[config.mk]
export PLATFORM = sky130hd
export DESIGN_NAME = input_clock_select_holdover
export DESIGN_NICKNAME = d
export VERILOG_FILES = /design/src/rtl/holdover_history.v /design/src/rtl/input_clock_select_holdover.v
export VERILOG_INCLUDE_DIRS = /design/src /design/src/inc
export SDC_FILE = /design/constraint.sdc
export NUM_CORES = 2
export LEC_CHECK = 0
export BUFFER_PORTS_ARGS = -buffer_cell sky130_fd_sc_hd__clkbuf_2
export CORE_ASPECT_RATIO = 0.6
export CORE_UTILIZATION = 35
export DETAILED_ROUTE_END_ITERATION = 8
export PLACE_DENSITY = 0.54
export SLEW_MARGIN = 20
export SYNTH_ARGS = -nofsm -noshare
export SYNTH_HDL_FRONTEND = slang
export SYNTH_SLANG_ARGS = --single-unit
[constraint.sdc]
create_clock -name i_mclk -period 81.3 [get_ports i_mclk]
set_input_delay 4.065 -clock i_mclk [delete_from_list [all_inputs] [get_ports i_mclk]]
set_output_delay 4.065 -clock i_mclk [all_outputs]
set_load 0.01 [all_outputs]
[src/inc/clksel_consts.vh]
/*
 * Constants for the reference input selector and holdover averager.
 * Assumes inclusion by bare name from the rtl files.
 */
`ifndef CLKSEL_CONSTS_VH
`define CLKSEL_CONSTS_VH
`define NUM_INPUTS 4
`define FB_INPUT 2'h3
`define HIST_DEPTH 120
`define HIST_AW 7
`define HIST_SECONDS 120
`define CLK_MHZ 100
`define FREQ_W 24
`define SUM_W 31
`endif

[src/rtl/holdover_history.v]
/*
 * Frequency history store with a windowed average for holdover.
 * Assumes one sample strobe per history slot from the host clocking.
 */
`timescale 1ns/100ps
`include "clksel_consts.vh"
module holdover_history (
    input wire i_mclk,
    input wire i_sys_rst,
    input wire i_sample_stb,
    input wire i_record_en,
    input wire [`FREQ_W-1:0] i_freq_word,
    input wire [`HIST_AW-1:0] i_avg_len,
    input wire [`HIST_AW-1:0] i_avg_delay,
    input wire i_start,
    output reg [`FREQ_W-1:0] o_avg_q,
    output reg o_avg_valid_q
);
    reg [`FREQ_W-1:0] mem_q [0:`HIST_DEPTH-1];
    reg [`HIST_AW-1:0] wr_q;
    reg [`HIST_AW-1:0] rd_q;
    reg [`HIST_AW-1:0] cnt_q;
    reg [`HIST_AW-1:0] fill_q;
    reg [`SUM_W-1:0] sum_q;
    reg [`HIST_AW-1:0] len_q;
    reg busy_q;
    wire [`HIST_AW-1:0] eff_len;
    wire [`SUM_W-1:0] quot;

    function [`HIST_AW-1:0] wrap_back;
        input [`HIST_AW-1:0] p;
        input [`HIST_AW-1:0] n;
        reg [31:0] t;
        begin
            t = p + `HIST_DEPTH - n;
            if (p >= n) begin
                wrap_back = p - n;
            end else begin
                wrap_back = t[`HIST_AW-1:0];
            end
        end
    endfunction

    // Window never shorter than one sample
    assign eff_len = (i_avg_len == 7'h00) ? 7'h01 : i_avg_len;
    // Mean of words never exceeds one word, upper bits stay zero
    assign quot = sum_q / len_q;

    always @(posedge i_mclk) begin
        if (i_sample_stb && i_record_en) begin
            mem_q[wr_q] <= i_freq_word;
        end
    end

    always @(posedge i_mclk) begin
        if (i_sys_rst) begin
            wr_q <= 7'h00;
            fill_q <= 7'h00;
            rd_q <= 7'h00;
            cnt_q <= 7'h00;
            sum_q <= 31'h0;
            len_q <= 7'h01;
            busy_q <= 1'b0;
            o_avg_q <= 24'h0;
            o_avg_valid_q <= 1'b0;
        end else begin
            if (i_sample_stb && i_record_en) begin
                wr_q <= (wr_q == `HIST_DEPTH - 1) ? 7'h00 : wr_q + 7'h01;
                if (fill_q != `HIST_DEPTH) begin
                    fill_q <= fill_q + 7'h01;
                end
            end
            if (i_start && !busy_q) begin
                // Skip the newest samples, they may be corrupt
                rd_q <= wrap_back(wr_q, i_avg_delay + 7'h01);
                len_q <= eff_len;
                cnt_q <= 7'h00;
                sum_q <= 31'h0;
                busy_q <= 1'b1;
                o_avg_valid_q <= 1'b0;
            end else if (busy_q) begin
                if (cnt_q == len_q) begin
                    busy_q <= 1'b0;
                    o_avg_q <= quot[`FREQ_W-1:0];
                    o_avg_valid_q <= (fill_q != 7'h00);
                end else begin
                    sum_q <= sum_q + {7'h00, mem_q[rd_q]};
                    rd_q <= wrap_back(rd_q, 7'h01);
                    cnt_q <= cnt_q + 7'h01;
                end
            end
        end
    end
endmodule

[src/rtl/input_clock_select_holdover.v]
/*
 * Reference input selector with automatic priority and manual modes,
 * holdover control and holdover frequency average.
 * Assumes alarm monitors and config pins are asynchronous to i_mclk.
 */
`timescale 1ns/100ps
`include "clksel_consts.vh"
module input_clock_select_holdover (
    input wire i_mclk,
    input wire i_sys_rst,
    input wire [3:0] i_signal_loss_alarm,
    input wire [3:0] i_frequency_range_alarm,
    input wire i_pll_lock_loss,
    input wire [3:0] i_signal_loss_mask,
    input wire [3:0] i_frequency_range_mask,
    input wire [7:0] i_priority_rank,
    input wire i_revertive,
    input wire i_auto_mode,
    input wire i_manual_from_reg,
    input wire [1:0] i_sel_pins,
    input wire [1:0] i_sel_reg,
    input wire i_zero_delay,
    input wire i_sample_stb,
    input wire [`FREQ_W-1:0] i_freq_word,
    input wire [`HIST_AW-1:0] i_avg_len,
    input wire [`HIST_AW-1:0] i_avg_delay,
    output reg [1:0] o_sel_input_q,
    output reg o_holdover_q,
    output reg o_lock_loss_indication_q,
    output reg [3:0] o_input_valid_q,
    output reg [`FREQ_W-1:0] o_holdover_freq_q,
    output reg o_holdover_freq_valid_q
);
    // ***************************************************
    // Synchronisers
    // ***************************************************
    reg [3:0] los_m_q, los_s_q, oof_m_q, oof_s_q;
    reg [1:0] pin_m_q, pin_s_q;
    reg lol_m_q, lol_s_q;

    always @(posedge i_mclk) begin
        if (i_sys_rst) begin
            los_m_q <= 4'hf;
            los_s_q <= 4'hf;
            oof_m_q <= 4'hf;
            oof_s_q <= 4'hf;
            pin_m_q <= 2'h0;
            pin_s_q <= 2'h0;
            lol_m_q <= 1'b1;
            lol_s_q <= 1'b1;
        end else begin
            los_m_q <= i_signal_loss_alarm;
            los_s_q <= los_m_q;
            oof_m_q <= i_frequency_range_alarm;
            oof_s_q <= oof_m_q;
            pin_m_q <= i_sel_pins;
            pin_s_q <= pin_m_q;
            lol_m_q <= i_pll_lock_loss;
            lol_s_q <= lol_m_q;
        end
    end

    // ***************************************************
    // Validity and priority
    // ***************************************************
    reg [3:0] valid_d;
    reg [1:0] best_d;
    reg any_d;
    reg [1:0] man_d;
    reg [1:0] best_rank;
    integer k;

    function [1:0] rank_of;
        input [7:0] ranks;
        input [1:0] idx;
        begin
            rank_of = ranks[idx*2 +: 2];
        end
    endfunction

    always @* begin
        valid_d = 4'h0;
        best_d = 2'h0;
        any_d = 1'b0;
        best_rank = 2'h3;
        for (k = 0; k < `NUM_INPUTS; k = k + 1) begin
            valid_d[k] = !(los_s_q[k] & i_signal_loss_mask[k]) &&
                !(oof_s_q[k] & i_frequency_range_mask[k]);
        end
        if (i_zero_delay) begin
            valid_d[`FB_INPUT] = 1'b0;
        end
        // Rank 0 is highest; strict compare keeps lower index on ties
        for (k = 0; k < `NUM_INPUTS; k = k + 1) begin
            if (valid_d[k] && (!any_d ||
                rank_of(i_priority_rank, k[1:0]) < best_rank)) begin
                any_d = 1'b1;
                best_d = k[1:0];
                best_rank = rank_of(i_priority_rank, k[1:0]);
            end
        end
        man_d = i_manual_from_reg ? i_sel_reg : pin_s_q;
    end

    // ***************************************************
    // Selection state machine
    // ***************************************************
    localparam ST_TRACK = 2'b01;
    localparam ST_HOLD = 2'b10;
    reg [1:0] state_q;
    reg [3:0] valid_q;
    wire man_ok;
    wire cur_ok;

    // Manual choice of the feedback input is unusable in zero delay mode
    assign man_ok = valid_q[man_d];
    assign cur_ok = valid_q[o_sel_input_q];

    always @(posedge i_mclk) begin
        if (i_sys_rst) begin
            valid_q <= 4'h0;
            state_q <= ST_HOLD;
            o_sel_input_q <= 2'h0;
            o_holdover_q <= 1'b1;
            o_lock_loss_indication_q <= 1'b1;
            o_input_valid_q <= 4'h0;
        end else begin
            valid_q <= valid_d;
            o_input_valid_q <= valid_q;
            // Holdover ignores lock loss; it only forces the flag on
            o_lock_loss_indication_q <= lol_s_q || (state_q == ST_HOLD);
            case (state_q)
                ST_TRACK: begin
                    if (!i_auto_mode) begin
                        o_sel_input_q <= man_d;
                        if (!man_ok) begin
                            state_q <= ST_HOLD;
                            o_holdover_q <= 1'b1;
                        end
                    end else if (!any_d) begin
                        state_q <= ST_HOLD;
                        o_holdover_q <= 1'b1;
                    end else if (i_revertive || !cur_ok) begin
                        o_sel_input_q <= best_d;
                    end
                end
                ST_HOLD: begin
                    if (!i_auto_mode) begin
                        o_sel_input_q <= man_d;
                        if (man_ok) begin
                            state_q <= ST_TRACK;
                            o_holdover_q <= 1'b0;
                        end
                    end else if (any_d) begin
                        o_sel_input_q <= best_d;
                        state_q <= ST_TRACK;
                        o_holdover_q <= 1'b0;
                    end
                end
                default: begin
                    state_q <= ST_HOLD;
                    o_holdover_q <= 1'b1;
                end
            endcase
        end
    end

    // ***************************************************
    // Holdover history
    // ***************************************************
    reg hold_prev_q;
    wire [`FREQ_W-1:0] avg_w;
    wire avg_valid_w;

    always @(posedge i_mclk) begin
        if (i_sys_rst) begin
            hold_prev_q <= 1'b1;
            o_holdover_freq_q <= 24'h0;
            o_holdover_freq_valid_q <= 1'b0;
        end else begin
            hold_prev_q <= o_holdover_q;
            o_holdover_freq_q <= avg_w;
            o_holdover_freq_valid_q <= avg_valid_w && o_holdover_q;
        end
    end

    // Writes stop in holdover and while lock is lost, so the average
    // only holds samples taken while tracking a good input
    holdover_history i_holdover_history (
        .i_mclk(i_mclk),
        .i_sys_rst(i_sys_rst),
        .i_sample_stb(i_sample_stb),
        .i_record_en(!o_holdover_q && !lol_s_q),
        .i_freq_word(i_freq_word),
        .i_avg_len(i_avg_len),
        .i_avg_delay(i_avg_delay),
        .i_start(o_holdover_q && !hold_prev_q),
        .o_avg_q(avg_w),
        .o_avg_valid_q(avg_valid_w)
    );
endmodule

==> results.json <==
{
  "hold_viol": 0,
  "core_um2": 380000,
  "netlist_area_um2": 134000,
  "async_flop_share_pct": 0,
  "htreeDepth": 5,
  "finClkSkew_ns": 0.0473,
  "end_kind": "flop",
  "grt.busiest_layer": "met1",
  "fmax_ghz": 0.0132,
  "crit_top_cell": "o21a_1",
  "cts_made_buffers": 298,
  "cts.clk_slew.worst_paths_ns": 0.07,
  "grt_usage_pct": 20.4,
  "dieArea_um2": 385000,
  "drive_gt1_share_pct": 26.6,
  "synthFlopType": "edfxtp_1",
  "cp_slowest_cell": "or4b_2",
  "synthToLayoutAreaGrowth_pct": 13.8,
  "cts_tree": "built",
  "synth_adder_area_share_pct": 2.42,
  "synthCells": 7605,
  "setup_viol": 0,
  "clk_path_buf_depth": 4,
  "vias": 76800,
  "hp-start": "oof_m_q[2]",
  "use_met2_pct": 27.2,
  "hold_class": "flop to flop",
  "start_util_pct": 35.3,
  "synth_top_family_by_area": "multiplexers",
  "reg2reg_slack_ns": 5.52,
  "final_util_pct": 40.1,
  "grt_pass1_vias": 73400,
  "crit_path_start_kind": "flop",
  "period_minus_slack_ns": 75.78,
  "ys_seq_elements": 3040,
  "clk_root_buffer_cell": "clkbuf_16",
  "cp-startpoint": "i_holdover_history.len_q[0]",
  "dp_hpwl_mm": 252,
  "gr-total-overflow": 0,
  "critPathMaxFanout": 16,
  "layout_worst_path_cycle_share_pct": 93.2,
  "die_h_um": 481,
  "place.gp.congestion": 0.877,
  "synth-seq-area-share_pct": 66.9,
  "worst_pin_slew_ns": 1.14,
  "post-synth-top-area-fraction_pct": 64.5,
  "drv_cap": 0,
  "vias_per_cell": 5.81,
  "first_pass_iters": 5,
  "synth_fp_nets": 7933,
  "slew-limit-headroom_pct": 23.5,
  "synth-compound-area-share_pct": 5.50,
  "cts.sinks": 3040,
  "muxShareOfSynthArea_pct": 16.8,
  "antenna_found_initial": 51,
  "slowest_delay_ns": 0.66,
  "synth_xor_xnor_area_share_pct": 1.28,
  "groute.layer.met3.usage_pct": 5.77,
  "synth_warnings": 0,
  "avgSynthCellArea_um2": 17.6,
  "clkLatencyLatePin_ns": 0.89,
  "place_inst": 12700,
  "die_width_um": 801,
  "drc": 0,
  "drtAntennaViolNets": 0,
  "crit_type": "flop to flop",
  "required_ns": 82.02,
  "drtIter0Drc": 10200,
  "port_buffers": 106,
  "rows": 175,
  "synth_edf_count": 2880,
  "synth.area.top_cells": "edfxtp_1 (65%), mux4_2 (16%), dfxtp_1 (2.4%), ha_1 (2.3%), nor2_1 (1.5%)",
  "wl_per_cell_um": 30.4,
  "cts_hold_buf": 0,
  "fin_nets": 8284,
  "use_met1_pct": 32.9,
  "maxSlewViolCount": 0,
  "status": "finished, final reports clean",
  "io_pins": 107,
  "synth-simple-area-share_pct": 5.80,
  "cp.arrival_ns": 76.50,
  "yosysTopAreaCell": "edfxtp_1",
  "grt_pass1_wl_mm": 565,
  "rr_startpoint": "i_holdover_history.len_q[0]",
  "wirelength_mm": 402,
  "fin_cells": 13200,
  "synth.distinct_cells": 127,
  "grt_max_degree": 117
}
## metrics by stage
| stage | setup WS [ns] | hold WS, ns | area [µm²] | TNS, ns |
|---|---|---|---|---|
| finish | 5.52 | 0.401 | 152000 | 0 |
| global route | -0.303 | 0.413 | 152000 | -0.303 |
| CTS | 0.0489 | 0.402 | 152000 | 0 |
| detailed placement | -0.843 | 0.397 | 142000 | -0.843 |
| global placement | 1.49 | 0.394 | 142000 | 0 |
| floorplan | 6.50 | 0.389 | 134000 | 0 |
## area by class of cell
cell class,count,area [µm²]
flip-flops and latches,3040,89700
diodes,7,17.5
fillers,33900,227000
repair buffers,406,3220
multi-input cells,4123,43600
clock inverters,150,1380
inverters,87,327
clock buffers,368,7860
well taps,5044,6310
## synthesized netlist by cell type (11+ instances only)
cell,number
or4_1,12
clkbuf_1,232
edfxtp_1,2880
a21boi_0,14
o21ai_1,14
a211oi_1,75
nand2b_1,49
o211a_1,14
o221ai_1,12
and3_1,28
dfxtp_1,160
ha_1,249
o22ai_1,12
buf_1,96
a21oi_1,242
o211ai_1,28
buf_2,23
xnor2_1,130
o21ai_0,134
nand4_1,41
nor4_1,36
a21o_1,37
nand2_1,264
or2_2,49
mux4_2,923
or3_1,45
inv_1,85
o21a_1,129
mux2_2,99
nor3b_1,13
nand3b_1,11
nor2_1,523
mux2i_1,55
o31ai_1,65
and4_1,18
a31oi_1,41
o21bai_1,32
a211o_1,12
nor2b_1,82
nor3_1,167
xor2_1,66
nand3_1,98
and2_1,33
## flip-flops by register name, indices dropped and copies added (netlist names), 2 cells and up, named ones only
name / flops
i_holdover_history.cnt_q: 7
valid_q: 4
o_input_valid_q: 4
los_m_q: 4
o_holdover_freq_q: 24
los_s_q: 4
oof_s_q: 4
pin_s_q: 2
i_holdover_history.o_avg_q: 24
i_holdover_history.mem_q: 2880
o_sel_input_q: 2
i_holdover_history.fill_q: 7
i_holdover_history.wr_q: 7
i_holdover_history.sum_q: 31
i_holdover_history.rd_q: 7
oof_m_q: 4
i_holdover_history.len_q: 7
pin_m_q: 2
## cells by family after synthesis
group | after synthesis
compound gates | 1047
xor+xnor | 196
fa+ha+maj | 257
buf+inv | 442
flops | 3040
mux | 1080
simple gates | 1543
## placed cells by master, fill, tap and decap left out, types with 95 or more instances in the layout
cell and n:
clkbuf_16 304, nand3_1 95, buf_4 298, a21oi_1 223
edfxtp_1 2880, nor3_1 160, nor2_1 388, nand2_1 259
dfxtp_1 152, o21a_1 128, xnor2_1 130, mux4_2 923
ha_1 249, o21ai_0 130, mux2_2 99
## worst paths after layout
check | endpoint | cells past startpoint
setup / recovery | i_holdover_history.o_avg_q[0] | 365
hold reg to reg | oof_s_q[2] | 1
setup reg to reg | i_holdover_history.o_avg_q[0] | 365
hold / removal | oof_s_q[2] | 1
## metal layers
metal / wire [µm] / up-vias
met1: 191000 / 40900
met4: 6460 / 32
met3: 45000 / 469
met2: 160000 / 3477
li1: - / 32000
met5: 218 / -
## worst max-delay path, delay by kind of cell (launching register included)
family,cells,cell delay [ns]
buffers and inverters,15,2.25
multiplexers,7,1.70
flip-flops,1,0.39
AND/OR/NAND/NOR,130,27.46
adder cells (fa/ha/maj),31,9.15
AO/OA/AOI/OAI,182,34.56
## timing repair
action,CTS,global route
gates resized for setup,6,91
setup buffers,3,40
cloned,0,0
pin swaps,2,19
endpoints found under the hold margin,0,0
endpoints found under the setup margin,1,3
Power is not shown: default switching activity piles up to over one toggle a cycle in this logic, so the estimate is an artifact.
